File: config.mk
export PLATFORM = sky130hd
export DESIGN_NAME = mrt_ctrl
export DESIGN_NICKNAME = d
export VERILOG_FILES = /design/src/mrt_pkg.sv /design/src/mrt_ctrl.sv /design/src/mrt_mac_dp.sv
export VERILOG_INCLUDE_DIRS = /design/src
export SDC_FILE = /design/constraint.sdc
export NUM_CORES = 1
export LEC_CHECK = 0
export CORE_MARGIN = 4
export CORE_UTILIZATION = 45
export CTS_BUF_LIST = sky130_fd_sc_hd__clkbuf_8
export DETAILED_ROUTE_END_ITERATION = 16
export DONT_BUFFER_PORTS = 1
export GPL_TIMING_DRIVEN = 0
export HOLD_SLACK_MARGIN = 0.15
export PLACE_DENSITY = 0.65
export SYNTH_ARGS = -nofsm -noshare
export SYNTH_HDL_FRONTEND = slang
export SYNTH_SLANG_ARGS = --single-unit
File: constraint.sdc
create_clock -name clock -period 7 [get_ports clock]
set_input_delay 1.05 -clock clock [delete_from_list [all_inputs] [get_ports clock]]
set_output_delay 1.05 -clock clock [all_outputs]
set_load 0.02 [all_outputs]
File: src/mrt_consts.svh
// Constants of the coprocessor repeat and trap control block
// Function
// - 13-bit repeat count, up to 8192 executions
// - Nonzero immediate repeat loads count as value minus one
// - Count N gives N plus one executions
// - Test zero each pass, else decrement, reissue
// - Repeat-active flag clears on final execution or by software write
// - Interrupt suspends repeat, resumes with remaining count
// - While suspended, flag and count hold unless software writes the word
// - Requests only with global enable set
// - Each status flag requests only when masked in
// - Request sets pending flag; software clears it
// - Class B trap Ah, priority I, flag bit 6
// - Flags update in execute; vector after 3 cycles
// - Stacked return pointer skips the causing instruction
// - Two's complement; unsigned per operand on multiply
// - Fraction format when fraction shift mode set
// - Round adds at bit 15, clears low word
// - Fraction mode shifts product left by one
// - Saturation limit flag sticky until software clears
`ifndef MRT_CONSTS_SVH
`define MRT_CONSTS_SVH
// Repeat control word layout
`define MRT_CNT_MSB 12
`define MRT_RA_BIT 15
`define MRT_RW_RESET 16'h0000
// Status word layout
`define MRT_ST_C 9
`define MRT_ST_SV 10
`define MRT_ST_E 11
`define MRT_ST_SL 12
`define MRT_ST_MIR 13
`define MRT_ST_RESET 16'h0000
// Control word layout
`define MRT_CT_CM 0
`define MRT_CT_VM 1
`define MRT_CT_EM 2
`define MRT_CT_LM 3
`define MRT_CT_MS 8
`define MRT_CT_MP 9
`define MRT_CT_MIE 15
`define MRT_CT_RESET 16'h0000
// Trap identity and timing
`define MRT_TFR_BIT 6
`define MRT_TRAP_NUM 8'h0a
`define MRT_TRAP_PRIO 2'h1
`define MRT_INSTR_CLKS 1
`define MRT_VEC_CYC (3 * `MRT_INSTR_CLKS)
// Accumulator constants
`define MRT_RND_ADD 40'h0000008000
`define MRT_LOW_MASK 40'hffffff0000
`define MRT_SAT_POS 40'h007fffffff
`define MRT_SAT_NEG 40'hff80000000
`endif

File: src/mrt_pkg.sv
// Types shared by the coprocessor repeat and trap control block
package mrt_pkg;
	// Repeat unit sequence state
	typedef enum logic [1:0] {
		rep_idle = 2'b00, // No sequence
		rep_run = 2'b01, // Issuing iterations
		rep_susp = 2'b10 // Held by an interrupt
	} mrt_rep_e;
	// Whole state of the control module
	typedef struct packed {
		mrt_rep_e rep; // Repeat sequence state
		logic [12:0] count; // Repeat count
		logic active; // Repeat-active flag
		logic [15:0] status; // Status word
		logic [15:0] ctrl; // Control word
		logic trap_flag; // Trap flag bit
		logic req_prev; // Request level last cycle
		logic [1:0] dly; // Vector latency counter
		logic trap_req; // Trap request pulse
		logic vec_go; // Vector fetch pulse
		logic [15:0] stacked_ip; // Return pointer
		logic reissue; // Issue again pulse
		logic done; // Sequence finished pulse
		logic [7:0] trap_num; // Trap number
	} mrt_state_s;
	// Whole state of the accumulator datapath
	typedef struct packed {
		logic [39:0] acc; // Accumulator
		logic fv; // Flag set valid
		logic c; // Carry
		logic v; // 40-bit overflow
		logic e; // Extension
		logic l; // Saturation happened
	} mrt_dp_s;
endpackage : mrt_pkg

File: src/mrt_ctrl.sv
// Coprocessor repeat unit, status flags and class B trap request logic
`timescale 1ns/1ns
`default_nettype none
`include "mrt_consts.svh"
module mrt_ctrl (
	input wire logic clock, // System clock, 25 MHz
	input wire logic rstn, // Async reset, active low
	input wire logic rw_wr, // Write repeat control word
	input wire logic [15:0] rw_wdata, // Repeat control word data
	input wire logic rep_imm_start, // Repeat by immediate value
	input wire logic [4:0] rep_imm, // Immediate repeat value
	input wire logic rep_cnt_start, // Repeat by stored count
	input wire logic exec_done, // Repeated instruction executed
	input wire logic irq_take, // Interrupt taken by pipeline
	input wire logic irq_return, // Interrupt routine returned
	input wire logic ctrl_wr, // Write control word
	input wire logic [15:0] ctrl_wdata, // Control word data
	input wire logic status_wr, // Write status word
	input wire logic [15:0] status_wdata, // Status word data
	input wire logic trap_flag_clr, // Software clears trap flag
	input wire logic [15:0] next_ip, // Pointer of next instruction
	input wire logic op_valid, // Multiply step request
	input wire logic [15:0] op_a, // First operand
	input wire logic [15:0] op_b, // Second operand
	input wire logic a_signed, // First operand signed
	input wire logic b_signed, // Second operand signed
	input wire logic accumulate, // Add to accumulator
	input wire logic round_req, // Round accumulator
	output logic [15:0] repeat_control_word, // Count and active flag
	output logic repeat_reissue, // Issue instruction again
	output logic repeat_done, // Final execution seen
	output logic [15:0] coproc_status_word, // Status word
	output logic [15:0] coproc_control_word, // Control word
	output logic trap_request, // Class B trap request pulse
	output logic [7:0] trap_number, // Trap number of request
	output logic coproc_trap_flag, // Trap flag register bit
	output logic vector_go, // First vector instruction enters
	output logic [15:0] stacked_ip, // Return pointer to stack
	output logic [39:0] accumulator // Accumulator
);
	mrt_pkg::mrt_state_s s; // Registered state
	mrt_pkg::mrt_state_s next_s; // Next state
	logic dp_fv; // Datapath flags fresh
	logic dp_c; // Datapath carry
	logic dp_v; // Datapath overflow
	logic dp_e; // Datapath extension
	logic dp_l; // Datapath saturation
	logic [3:0] flags; // Status flags as seen by masks
	logic [3:0] masks; // Mask bits of control word
	logic req; // Masked request level
	logic event_hit; // Request rising this cycle

	// Accumulator datapath
	mrt_mac_dp u_dp (
		.clock(clock),
		.rstn(rstn),
		.op_valid(op_valid),
		.op_a(op_a),
		.op_b(op_b),
		.a_signed(a_signed),
		.b_signed(b_signed),
		.accumulate(accumulate),
		.frac_mode(s.ctrl[`MRT_CT_MP]),
		.sat_enable(s.ctrl[`MRT_CT_MS]),
		.round_req(round_req),
		.acc(accumulator),
		.flag_valid(dp_fv),
		.flag_c(dp_c),
		.flag_v(dp_v),
		.flag_e(dp_e),
		.flag_l(dp_l)
	);

	// Request from registered flags and masks
	always_comb begin
		flags = {s.status[`MRT_ST_SL], s.status[`MRT_ST_E], s.status[`MRT_ST_SV],
			s.status[`MRT_ST_C]};
		masks = {s.ctrl[`MRT_CT_LM], s.ctrl[`MRT_CT_EM], s.ctrl[`MRT_CT_VM],
			s.ctrl[`MRT_CT_CM]};
		req = s.ctrl[`MRT_CT_MIE] & |(flags & masks);
		// Edge, so a standing flag does not trap again every cycle
		event_hit = req & ~s.req_prev;
	end

	// Next state
	always_comb begin
		next_s = s;
		next_s.trap_req = 1'b0;
		next_s.vec_go = 1'b0;
		next_s.reissue = 1'b0;
		next_s.done = 1'b0;
		next_s.trap_num = `MRT_TRAP_NUM;
		next_s.req_prev = req;
		if (ctrl_wr) begin
			next_s.ctrl = ctrl_wdata;
		end
		// Flags change in the execute stage, by write or by operation
		if (status_wr) begin
			next_s.status = status_wdata;
		end else if (s.dly == 2'h0 && 1'b1 && dp_fv) begin
			next_s.status[`MRT_ST_C] = dp_c;
			next_s.status[`MRT_ST_E] = dp_e;
			next_s.status[`MRT_ST_SV] = s.status[`MRT_ST_SV] | dp_v;
			next_s.status[`MRT_ST_SL] = s.status[`MRT_ST_SL] | dp_l;
		end else if (dp_fv) begin
			next_s.status[`MRT_ST_C] = dp_c;
			next_s.status[`MRT_ST_E] = dp_e;
			next_s.status[`MRT_ST_SV] = s.status[`MRT_ST_SV] | dp_v;
			next_s.status[`MRT_ST_SL] = s.status[`MRT_ST_SL] | dp_l;
		end
		// Trap flag: a new request beats a software clear
		if (trap_flag_clr) begin
			next_s.trap_flag = 1'b0;
		end
		if (event_hit) begin
			next_s.status[`MRT_ST_MIR] = 1'b1;
			next_s.trap_flag = 1'b1;
			next_s.trap_req = 1'b1;
			next_s.dly = 2'(`MRT_VEC_CYC);
		end else if (s.dly != 2'h0) begin
			// Count down the vector latency
			next_s.dly = s.dly - 2'h1;
			if (s.dly == 2'h1) begin
				next_s.vec_go = 1'b1;
				// Pipeline has moved on, so the causing one is not stacked
				next_s.stacked_ip = next_ip;
			end
		end
		// Software may write the word unless a sequence is issuing
		if (rw_wr && s.rep != mrt_pkg::rep_run) begin
			next_s.count = rw_wdata[`MRT_CNT_MSB:0];
			next_s.active = rw_wdata[`MRT_RA_BIT];
		end
		case (s.rep)
			mrt_pkg::rep_idle: begin
				if (rep_imm_start) begin
					// Zero immediate behaves as a single execution
					next_s.count = (rep_imm == 5'h0) ? 13'h0 : 13'({rep_imm} - 5'h1);
					next_s.active = 1'b1;
					next_s.rep = mrt_pkg::rep_run;
				end else if (rep_cnt_start) begin
					next_s.active = 1'b1;
					next_s.rep = mrt_pkg::rep_run;
				end
			end
			mrt_pkg::rep_run: begin
				if (irq_take) begin
					// Stop issuing, keep count and flag for the return
					next_s.rep = mrt_pkg::rep_susp;
				end else if (exec_done) begin
					if (s.count == 13'h0) begin
						// Final execution ends the sequence
						next_s.active = 1'b0;
						next_s.done = 1'b1;
						next_s.rep = mrt_pkg::rep_idle;
					end else begin
						next_s.count = s.count - 13'h1;
						next_s.reissue = 1'b1;
					end
				end
			end
			mrt_pkg::rep_susp: begin
				if (irq_return) begin
					next_s.rep = mrt_pkg::rep_run;
				end
			end
			default: begin
				next_s.rep = mrt_pkg::rep_idle;
			end
		endcase
	end

	// Register the state
	always_ff @(posedge clock or negedge rstn) begin
		if (!rstn) begin
			s <= '0;
		end else begin
			s <= next_s;
		end
	end

	// Outputs straight from state
	assign repeat_control_word = {s.active, 2'b00, s.count};
	assign repeat_reissue = s.reissue;
	assign repeat_done = s.done;
	assign coproc_status_word = s.status;
	assign coproc_control_word = s.ctrl;
	assign trap_request = s.trap_req;
	assign trap_number = s.trap_num;
	assign coproc_trap_flag = s.trap_flag;
	assign vector_go = s.vec_go;
	assign stacked_ip = s.stacked_ip;

	// Immediate start loads value minus one
	a_imm_load: assert property (@(posedge clock) disable iff (!rstn)
		s.rep == mrt_pkg::rep_idle && rep_imm_start && rep_imm != 5'h0
		|=> s.count == 13'($past(rep_imm) - 5'h1) && s.active)
		else $error("immediate repeat count wrong");
	// Non-final execution decrements and reissues
	a_count_dec: assert property (@(posedge clock) disable iff (!rstn)
		s.rep == mrt_pkg::rep_run && !irq_take && exec_done && s.count != 13'h0
		|=> s.count == $past(s.count) - 13'h1 && repeat_reissue)
		else $error("repeat count not decremented");
	// Final execution clears the flag
	a_last_done: assert property (@(posedge clock) disable iff (!rstn)
		s.rep == mrt_pkg::rep_run && !irq_take && exec_done && s.count == 13'h0
		|=> !s.active && repeat_done && !repeat_reissue)
		else $error("final execution not closed");
	// Interrupt stops the sequence
	a_irq_stop: assert property (@(posedge clock) disable iff (!rstn)
		s.rep == mrt_pkg::rep_run && irq_take
		|=> s.rep == mrt_pkg::rep_susp && !repeat_reissue)
		else $error("interrupt did not suspend repeat");
	// Suspended sequence holds count and flag
	a_susp_hold: assert property (@(posedge clock) disable iff (!rstn)
		s.rep == mrt_pkg::rep_susp && !rw_wr
		|=> $stable(s.count) && $stable(s.active))
		else $error("suspended repeat changed");
	// No request without global enable
	a_gate_off: assert property (@(posedge clock) disable iff (!rstn)
		!s.ctrl[`MRT_CT_MIE] |=> !trap_request)
		else $error("request without global enable");
	// Request needs a flag with its mask
	a_mask_gate: assert property (@(posedge clock) disable iff (!rstn)
		trap_request |-> $past(|(flags & masks)))
		else $error("request without masked flag");
	// Request sets pending and trap flag
	a_pend_set: assert property (@(posedge clock) disable iff (!rstn)
		trap_request |-> s.status[`MRT_ST_MIR] && coproc_trap_flag
		&& trap_number == `MRT_TRAP_NUM)
		else $error("pending or trap flag not set");
	// Vector enters three cycles after request
	a_vec_lat: assert property (@(posedge clock) disable iff (!rstn)
		trap_request |-> !vector_go [*3] ##1 vector_go)
		else $error("vector latency wrong");
	// Return pointer taken with the vector
	a_ip_stack: assert property (@(posedge clock) disable iff (!rstn)
		vector_go |-> stacked_ip == $past(next_ip))
		else $error("stacked pointer wrong");
	// Limit flag stays until written
	a_sl_sticky: assert property (@(posedge clock) disable iff (!rstn)
		s.status[`MRT_ST_SL] && !status_wr |=> s.status[`MRT_ST_SL])
		else $error("limit flag dropped");

	cv_full_repeat: cover property (@(posedge clock) disable iff (!rstn)
		rep_imm_start ##[1:40] repeat_done);
	cv_suspend_resume: cover property (@(posedge clock) disable iff (!rstn)
		s.rep == mrt_pkg::rep_susp ##[1:20] s.rep == mrt_pkg::rep_run);
	cv_trap: cover property (@(posedge clock) disable iff (!rstn)
		trap_request ##3 vector_go);
endmodule : mrt_ctrl
`default_nettype wire

File: src/mrt_mac_dp.sv
// Multiply-accumulate datapath: products, accumulation, rounding, flags
`timescale 1ns/1ns
`default_nettype none
`include "mrt_consts.svh"
module mrt_mac_dp (
	input wire logic clock, // System clock
	input wire logic rstn, // Async reset, active low
	input wire logic op_valid, // Multiply step request
	input wire logic [15:0] op_a, // First operand
	input wire logic [15:0] op_b, // Second operand
	input wire logic a_signed, // First operand signed
	input wire logic b_signed, // Second operand signed
	input wire logic accumulate, // Add to accumulator, else load
	input wire logic frac_mode, // Fraction shift mode
	input wire logic sat_enable, // Automatic saturation
	input wire logic round_req, // Round accumulator
	output logic [39:0] acc, // Accumulator
	output logic flag_valid, // Flags below are fresh
	output logic flag_c, // Carry out
	output logic flag_v, // 40-bit overflow
	output logic flag_e, // Extension in use
	output logic flag_l // Saturation applied
);
	mrt_pkg::mrt_dp_s s; // Registered state
	mrt_pkg::mrt_dp_s next_s; // Next state

	// Widen an operand by its signedness bit
	function automatic logic [16:0] ext17(input logic [15:0] x, input logic sgn);
		ext17 = {sgn & x[15], x};
	endfunction : ext17

	// Compute the next accumulator and flags
	always_comb begin
		logic signed [33:0] prod;
		logic [39:0] addend;
		logic [40:0] sum;
		prod = $signed(ext17(op_a, a_signed)) * $signed(ext17(op_b, b_signed));
		addend = {{8{prod[31]}}, prod[31:0]};
		if (frac_mode) begin
			addend = {addend[38:0], 1'b0}; // Drops the doubled sign bit
		end
		sum = 41'h0;
		next_s = s;
		next_s.fv = 1'b0;
		if (round_req) begin
			// Round takes priority over a multiply step
			sum = {1'b0, s.acc} + {1'b0, `MRT_RND_ADD};
			next_s.acc = sum[39:0] & `MRT_LOW_MASK;
		end else if (op_valid) begin
			if (!accumulate) begin
				sum = {1'b0, addend};
			end else begin
				sum = {1'b0, s.acc} + {1'b0, addend};
			end
			next_s.acc = sum[39:0];
			next_s.fv = 1'b1;
			next_s.c = sum[40];
			next_s.v = accumulate & (s.acc[39] == addend[39]) & (sum[39] != s.acc[39]);
			next_s.e = ~(&sum[39:31] | ~|sum[39:31]);
			next_s.l = 1'b0;
			// Saturation clamps to 32 bits; the extension no longer holds bits
			if (sat_enable && next_s.e) begin
				next_s.acc = sum[39] ? `MRT_SAT_NEG : `MRT_SAT_POS;
				next_s.l = 1'b1;
				next_s.e = 1'b0;
			end
		end
	end

	// Register the state
	always_ff @(posedge clock or negedge rstn) begin
		if (!rstn) begin
			s <= '0;
		end else begin
			s <= next_s;
		end
	end

	assign acc = s.acc;
	assign flag_valid = s.fv;
	assign flag_c = s.c;
	assign flag_v = s.v;
	assign flag_e = s.e;
	assign flag_l = s.l;

	// Rounding leaves the low word clear
	a_round_low_clear: assert property (@(posedge clock) disable iff (!rstn)
		round_req |=> acc[15:0] == 16'h0)
		else $error("low word not cleared after round");
	// Fraction mode doubles a loaded product
	a_frac_shift: assert property (@(posedge clock) disable iff (!rstn)
		op_valid && !round_req && !accumulate && frac_mode && !sat_enable
		|=> acc[0] == 1'b0)
		else $error("fraction product not shifted");
	cv_round: cover property (@(posedge clock) disable iff (!rstn) round_req);
endmodule : mrt_mac_dp
`default_nettype wire

After elaboration in Yosys (flattened, before gate mapping):

Index checks and enable logic that the tools add are counted.

* reductions and logical operators: 20
* eq/ne operators: 10
* multiply operators: 1
* shift operators: 0
* $add $sub $neg: 5
* mux-type cells: 44
* bitwise operators: 14
* order comparisons: 0
* div/mod/pow operators: 0

Operator list (number)
* 41-bit two-way mux: 3
* 40-bit two-way mux: 3
* 17-bit two-way mux: 3
* 45-bit two-way mux: 1
* 40-bit by 40-bit adder with 41-bit output: 1
* 40-bit by 16-bit adder with 40-bit output, second input constant: 1
* 13-bit two-way mux: 3
* 17-bit by 17-bit multiplier with 32-bit output: 1
* 32-bit two-way mux: 1
* 14-bit two-way mux: 2
* 14-bit case mux with 2 select lines: 1
* 2-bit two-way mux: 11
* 16-bit two-way mux: 1
* 13-bit zero test: 1
* 13-bit by 1-bit subtractor with 13-bit output, second input constant: 1
* 4-bit two-way mux: 3
* 1-bit two-way mux: 10
* 2-bit nonzero test: 5
* 3-bit inequality test, second input constant: 3
* 9-bit AND reduction: 1
* 9-bit OR reduction: 1
* 1-bit bitwise AND: 6
* 2-bit case mux with 3 select lines: 1
* 5-bit by 1-bit subtractor with 6-bit output, second input constant: 1
* 20 further kinds: 29

* logic and storage cells: 116
* memory bits (read-only): 0
* output and inout bits: 117
* memory bits (writable): 0
* bits of input ports: 117
* register bits after elaboration: 118
* latch bits: 0
* memories: 0

Longest topological paths before layout:

Gate-level depths: netlist of run 1.

* depth after elaboration: 15
* mapped depth: 42
* depth with buffers taken out: 37

By module:

From an unflattened synthesis of run 1, not the netlist that was laid out.

* cell total of the unflattened synthesis: 2266
* area, all modules: 20086.8 um^2

Modules (own cells, without submodules)
* mrt_mac_dp: instances 1, area an instance 16050.4 um^2, cells each 1902, sequential area each 1126.1 um^2
* mrt_ctrl: instances 1, area an instance 4036.4 um^2, cells each 364, sequential area each 1826.8 um^2

Worst setup path after synthesis of run 1:

Ideal clock, no wire load.

* path kind: input to register
* start point: in op_a[15]
* end point: reg u_dp.s, in the netlist u_dp.acc[28]
* path buffers: 6
* stages on the path: 38
* required time: 6913 ps
* setup slack: -2448 ps
* data arrival time: 9361 ps
* cell sequence: buf_2 -> and2_1 -> clkbuf_1 -> nand2_1 -> inv_1 -> fa_1 -> inv_1 -> fa_1 -> inv_1 -> fa_1 -> fa_1 -> fa_1 -> fa_1 -> ha_1 -> clkbuf_1 -> a21oi_1 -> o21ai_1 -> a31oi_1 -> (+2 left out) -> a21oi_1 -> xnor2_1 -> mux2_2 -> ha_1 -> buf_2 -> a21oi_2 -> o21ai_1 -> a221o_1 -> a21oi_2 -> o21ai_1 -> a211oi_2 -> o21ba_1 -> o21a_1 -> nand2_2 -> or4b_1 -> buf_6 -> buf_12 -> o2111ai_2

* cells in the longest elaborated chain, start to end: 15
* elaborated cells between the ends (all ways): 17

Ends and longest elaborated chain
* start: declaration: line mrt_ctrl.sv:23 `input wire logic [15:0] op_a,`
* 1-bit bitwise AND: line mrt_mac_dp.sv:29 `ext17 = {sgn & x[15], x};`
* 17-bit by 17-bit multiplier with 32-bit output *: line mrt_mac_dp.sv:37 `prod = $signed(ext17(op_a, a_signed)) * $signed(ext17(op_b, b_signed));`
* 32-bit two-way mux: line mrt_mac_dp.sv:39 `if (frac_mode) begin`
* 40-bit by 40-bit adder with 41-bit output: line mrt_mac_dp.sv:53 `sum = {1'b0, s.acc} + {1'b0, addend};`
* 41-bit two-way mux *: line mrt_mac_dp.sv:50 `if (!accumulate) begin`
* 41-bit two-way mux *: line mrt_mac_dp.sv:49 `end else if (op_valid) begin`
* 41-bit two-way mux *: line mrt_mac_dp.sv:45 `if (round_req) begin`
* 9-bit OR reduction: line mrt_mac_dp.sv:59 `next_s.e = ~(&sum[39:31] | ~|sum[39:31]);`
* 1-bit zero test: line mrt_mac_dp.sv:59
* 1-bit bitwise OR: line mrt_mac_dp.sv:59
* 1-bit NOT: line mrt_mac_dp.sv:59
* 1-bit logical AND: line mrt_mac_dp.sv:62 `if (sat_enable && next_s.e) begin`
* 40-bit two-way mux *: line mrt_mac_dp.sv:62
* 45-bit two-way mux *: line mrt_mac_dp.sv:49
* 40-bit two-way mux *: line mrt_mac_dp.sv:45
* end signal: assignment: line mrt_mac_dp.sv:75 `s <= next_s;`
* end: declaration: line mrt_mac_dp.sv:24 `mrt_pkg::mrt_dp_s s;`

Mark *: on every way between the ends. The rest lies on a longest branch, timed or not. The select of a mux whose other input is x is not followed.
A chain may end at the register's enable or synchronous reset.

Worst setup path after layout of run 1:

* start point: in op_a[15]
* end point: reg u_dp.s, in the netlist u_dp.acc[26]

The elaborated chain is that of the path after synthesis.

==> impl_metrics.py, run 1 <==
metrics = {
    "outcome": {
        "status": "finished, violations left",
        "violations": "negative setup slack",
    },
    "global_routing": {
        "grt_max_degree": 119,
        "antenna_found_initial": 2,
        "grt_first_pass_wirelength_um": 93200,
        "globalRouteTotalUtil_pct": 24.5,
        "grt_pass1_vias": 17373,
        "grt.overflow.total": 0,
    },
    "sta": {
        "slew_headroom_pct": 36.8,
        "rsz0062_at_grt": "true",
        "clock_skew_ns": 0.0197,
        "fmax_mhz": 112,
        "tns_ns": -79.22,
        "hold_violations": 0,
        "drv_slew": 0,
        "tightest_slew_ns": 0.946,
        "hold_slack_ns": 0.256,
        "setup_violations": 44,
        "period_minus_slack_ns": 8.94,
        "setup_slack_ns": -1.94,
        "fin_crit_sh_pct": 128,
    },
    "critical_path": {
        "rr_worst_depth": 18,
        "arrival_ns": 9.29,
        "critical_path.startpoint": "op_a[15]",
        "cp.required_ns": 7.35,
        "cp_slowest_cell": "fa_2",
        "crit_path_end_kind": "flop",
        "path_class": "primary input to flop",
        "worst_path_most_repeated_cell": "fa_1",
        "start_kind": "primary input",
        "reg2reg_from": "coproc_control_word[9]",
        "critPathMaxStageDelay_ns": 0.59,
        "worst-path-max-fanout": 7,
    },
    "placed_design": {
        "portBuffers": 0,
        "hpwl_um": 46500,
        "gp_congestion": 0.935,
        "pre_cts_slack_ns": -3.54,
    },
    "clock_network": {
        "clk_root_buffer_cell": "clkbuf_8",
        "cts_hold_buf": 0,
        "clock_latency_ns": 0.48,
        "htree_levels": 4,
        "cts_buffer_depth": 2,
        "clk_pin_slew_ns": 0.10,
        "cts_tree": "yes",
        "clock_sinks": 118,
        "numCtsBuffers": 17,
    },
    "logic_synthesis": {
        "synth.area.top_cells": "fa_1 (28%), dfrtp_1 (15%), ha_1 (7.9%)",
        "ys_seq_area_share_pct": 14.6,
        "synth_top_area_share_pct": 28.1,
        "synth_edf_count": 0,
        "syn-instance-count": 2282,
        "synthDistinctLibCells": 92,
        "yosysWarnings": 0,
        "syn_area_um2": 20200,
        "synth_async_sr_flop_share_pct": 100,
        "synth.largest_area_cell": "fa_1",
        "synthFlopType": "dfrtp_1",
        "syn_avg_cell_area_um2": 8.83,
        "synth-seq-cells": 118,
    },
    "cells_and_area": {
        "seq_area_um2": 2950,
        "final_cell_mix": "inv_1 (322), nand2_1 (301), fa_1 (270)",
        "area_growth_pct": 18.4,
        "fin_util_pct": 54.0,
        "num_antenna_cells": 0,
        "drive_gt1_share_pct": 23.5,
        "fillers": 3967,
        "multi_input_area_um2": 16200,
        "layout_commonest_cell": "inv_1",
        "nNetsFinal": 2931,
    },
    "floorplan": {
        "ios": 234,
        "fp.dieArea_um2": 48200,
        "start_util_pct": 45.6,
        "die_x_um": 220,
        "core.rowCount": 77,
        "core_area_um2": 44200,
        "die_h_um": 220,
    },
    "flow_run": {
        "maxCapViolCount": 0,
    },
    "route": {
        "via_count": 16683,
        "drt_iter0_markers": 920,
        "dr.pass1.iters": 5,
        "drc": 0,
        "wl_per_cell_um": 19.5,
        "final_antenna_net_count": 0,
        "viasPerCell": 5.55,
        "drt_wl_total_um": 58800,
    },
    "min_path": {
        "holdCritPathClass": "primary input to asynchronous set/reset pin",
    },
}
state kept, by name, summed over array words and instances (netlist names), 5 cells and up:
register,cells
u_dp.acc,40
coproc_control_word,16
stacked_ip,16
s,5
coproc_status_word,16
repeat_control_word,14
synthesized netlist by cell type, drive strengths merged, types with 4 or more instances:
master   instances
mux2            56
a221o            5
a21oi           89
buf             96
ha             128
a211o            4
o221ai           8
and4             6
mux2i           12
nand4           16
a22oi            9
a31oi           13
o22ai           10
fa             283
o2111ai          9
a21o            28
dfrtp          118
nand2          326
xor2            29
nor4             6
or3             12
o211ai          40
and2           130
or2             11
o21a            15
nand2b          12
nand3           38
nor3            15
inv            341
nor2b           11
xnor2           56
nor2            71
a211oi          22
and3            30
o21bai           5
o21ai           99
clkbuf          68
a22o             5
or4              5
metal layers:
layer / wire length (um) / up-vias / global-route usage (%)
li1: - / 7630 / -
met1: 23900 / 8456 / 31.6
met2: 29100 / 483 / 41.6
met3: 3890 / 114 / 5.21
met4: 1970 / 0 / 7.60
met5: 0 / - / 0
metrics by stage:
stage / area [um^2] / instances
3_3_place_gp: 21200 / 2881
2_1_floorplan: 20400 / 2289
5_1_grt: 23900 / 3008
3_5_place_dp: 21200 / 2881
4_1_cts: 23000 / 2971
6_report: 23900 / 3008
what timing repair did:
| item | in CTS | in global routing |
|---|---|---|
| pin swaps | 97 | 111 |
| endpoints found under the setup margin | 44 | 44 |
| gates cloned | 3 | 4 |
| resized for setup | 215 | 152 |
| buffers inserted | 60 | 35 |
worst max-delay path, delay by kind of cell:
kind                     cells  cell delay, ns
adder cells (fa/ha/maj)      8            3.79
AO/OA/AOI/OAI               12            2.45
AND/OR/NAND/NOR              5            1.14
buffers and inverters        8            0.84
final timing paths:
path | to | slack, ns
max | u_dp.acc[26] | -1.94
min | u_dp.acc[10] | 0.26
max reg2reg | u_dp.acc[20] | 1.83
min reg2reg | u_dp.flag_l | 0.50
max in group asynchronous | coproc_status_word[4] | 6.45
min in group clock | u_dp.flag_l | 0.50
layout make-up:
cell class / count / area share (%)
Multi-Input combinational cell: 1666 / 68.0
Sequential cell: 118 / 12.4
Tap cell: 592 / 3.10
Inverter: 341 / 5.38
Clock buffer: 17 / 0.980
Clock inverter: 15 / 0.765
Timing Repair Buffer: 101 / 3.74
Buffer: 158 / 5.64
kinds of logic after synthesis:
group                      Yosys count  synth area share, %
and+or+nand+nor                    699                 16.9
buffers and inverters              505                 11.1
adders and majority gates          411                 36.0
AOI/OAI and AO/OA                  394                 13.8
DFF                                118                 14.6
xor gates and xnor gates            85                 3.73
muxes                               68                 3.72
other                                2               0.0373
Power of run 1 is left out: the tool's default activity adds up to more than one toggle a clock period on the data nets, which glitch-free logic cannot reach.
==> run 2: changes to the inputs <==
- PLACE_DENSITY: 0.65 -> 0.67
- clock period: 7 -> 8 ns (I/O delays scaled with it)
==> impl_metrics.py, run 2 (synthesis gave the netlist of run 1 again) <==
metrics = {
    "sta": {
        "hold_violations": 0,
        "fmax_mhz": 109,
        "rsz0062_at_grt": "true",
        "hold_slack_ns": 0.413,
        "fin_crit_sh_pct": 115,
        "period_minus_slack_ns": 9.20,
        "setup_slack_ns": -1.20,
        "clock_skew_ns": 0.0211,
        "tightest_slew_ns": 0.965,
        "slew_headroom_pct": 35.5,
        "drv_slew": 0,
        "setup_violations": 44,
    },
    "global_routing": {
        "antenna_found_initial": 3,
        "grt_first_pass_wirelength_um": 95500,
        "globalRouteTotalUtil_pct": 25.0,
        "grt_max_degree": 119,
        "grt.overflow.total": 0,
        "grt_pass1_vias": 18156,
    },
    "floorplan": {
        "die_x_um": 220,
        "die_h_um": 220,
        "start_util_pct": 45.6,
        "core_area_um2": 44200,
        "ios": 234,
        "fp.dieArea_um2": 48200,
        "core.rowCount": 77,
    },
    "cells_and_area": {
        "layout_commonest_cell": "inv_1",
        "fillers": 3864,
        "nNetsFinal": 2987,
        "largest_reg_flops": 40,
        "seq_area_um2": 2950,
        "final_cell_mix": "inv_1 (328), nand2_1 (306), fa_1 (275)",
        "area_growth_pct": 21.0,
        "multi_input_area_um2": 16200,
        "final_area_um2": 24400,
        "drive_gt1_share_pct": 25.2,
    },
    "route": {
        "final_antenna_net_count": 0,
        "drc": 0,
        "wl_per_cell_um": 19.6,
        "drt_wl_total_um": 60200,
        "dr.pass1.iters": 5,
        "viasPerCell": 5.59,
        "drt_iter0_markers": 1055,
        "via_count": 17139,
    },
    "placed_design": {
        "place_area_um2": 21200,
        "portBuffers": 0,
        "pre_cts_slack_ns": -2.68,
        "gp_congestion": 0.944,
        "hpwl_um": 46500,
    },
    "critical_path": {
        "path_class": "primary input to flop",
        "cp.required_ns": 8.39,
        "worst_path_most_repeated_cell": "fa_1",
        "critPathMaxStageDelay_ns": 0.58,
        "crit_path_end_kind": "flop",
        "cp_num_buf_inv": 9,
        "start_kind": "primary input",
        "cp_top_family": "adder cells",
        "worst-path-max-fanout": 7,
        "arrival_ns": 9.59,
        "cp_slowest_cell": "fa_2",
    },
    "outcome": {
        "violations": "negative setup slack",
        "status": "finished, violations left",
    },
    "clock_network": {
        "cts_buffer_depth": 2,
        "clock_latency_ns": 0.48,
        "cts_hold_buf": 0,
        "cts_tree": "yes",
        "clock_sinks": 118,
        "clk_pin_slew_ns": 0.09,
        "htree_levels": 4,
        "clk_root_buffer_cell": "clkbuf_8",
        "numCtsBuffers": 17,
    },
    "min_path": {
        "holdCritPathClass": "primary input to asynchronous set/reset pin",
    },
    "flow_run": {
        "maxCapViolCount": 0,
    },
}
[run 2: cell count changes in the layout (fill, tap and decap cells not counted), sizes merged]
cell / before / now
clkinv: 2 / 6
buf: 214 / 254
bufbuf: 0 / 3
clkbuf: 62 / 75
diode: 0 / 1
inv: 351 / 347
[run 2: final timing paths]
kind,startpoint,to,slack (ns),depth (start not counted)
max,op_a[15],u_dp.acc[21],-1.20,37
max reg2reg,coproc_control_word[9],u_dp.acc[21],2.65,19
min in group clock,u_dp.flag_l,u_dp.flag_l,0.50,2
max in group asynchronous,rstn,repeat_control_word[3],7.30,0
min,rstn,u_dp.acc[14],0.41,0
min reg2reg,u_dp.flag_l,u_dp.flag_l,0.50,2
[run 2: timing repair]
action | in CTS | in global routing
setup buffers | 110 | 40
endpoints found under the hold margin | 0 | 0
pin swaps | 95 | 108
cloned | 4 | 1
gates resized for setup | 267 | 96
setup endpoints to repair | 44 | 44
[run 2: area by class of cell]
type	count	share of cell area, %
Multi-Input combinational cell	1666	66.5
Sequential cell	118	12.1
Inverter	341	5.28
Buffer	160	5.67
Timing Repair Buffer	155	5.72
Antenna cell	1	0.0103
Clock inverter	15	0.698
Tap cell	592	3.04
Clock buffer	17	0.959
[run 2: metrics by stage]
step	setup TNS, ns	utilization (%)	instances
after floorplan	-44.26	-	2289
after global placement	-104.26	47.9	2881
after detailed placement	-107.75	47.9	2881
after CTS	-42.84	53.6	3025
after global routing	-57.39	55.2	3064
final	-46.48	55.2	3065
[run 2: per-layer routing]
metal | vias up | track usage, % | routed length (um) | part of all wire (%)
met5 | - | 0 | 0 | 0
li1 | 7746 | - | - | -
met2 | 620 | 42.0 | 29600 | 49
met3 | 161 | 5.63 | 4400 | 7.3
met4 | 0 | 9.44 | 2450 | 4.1
met1 | 8612 | 31.6 | 23700 | 39
Power of run 2 is left out for the same reason.
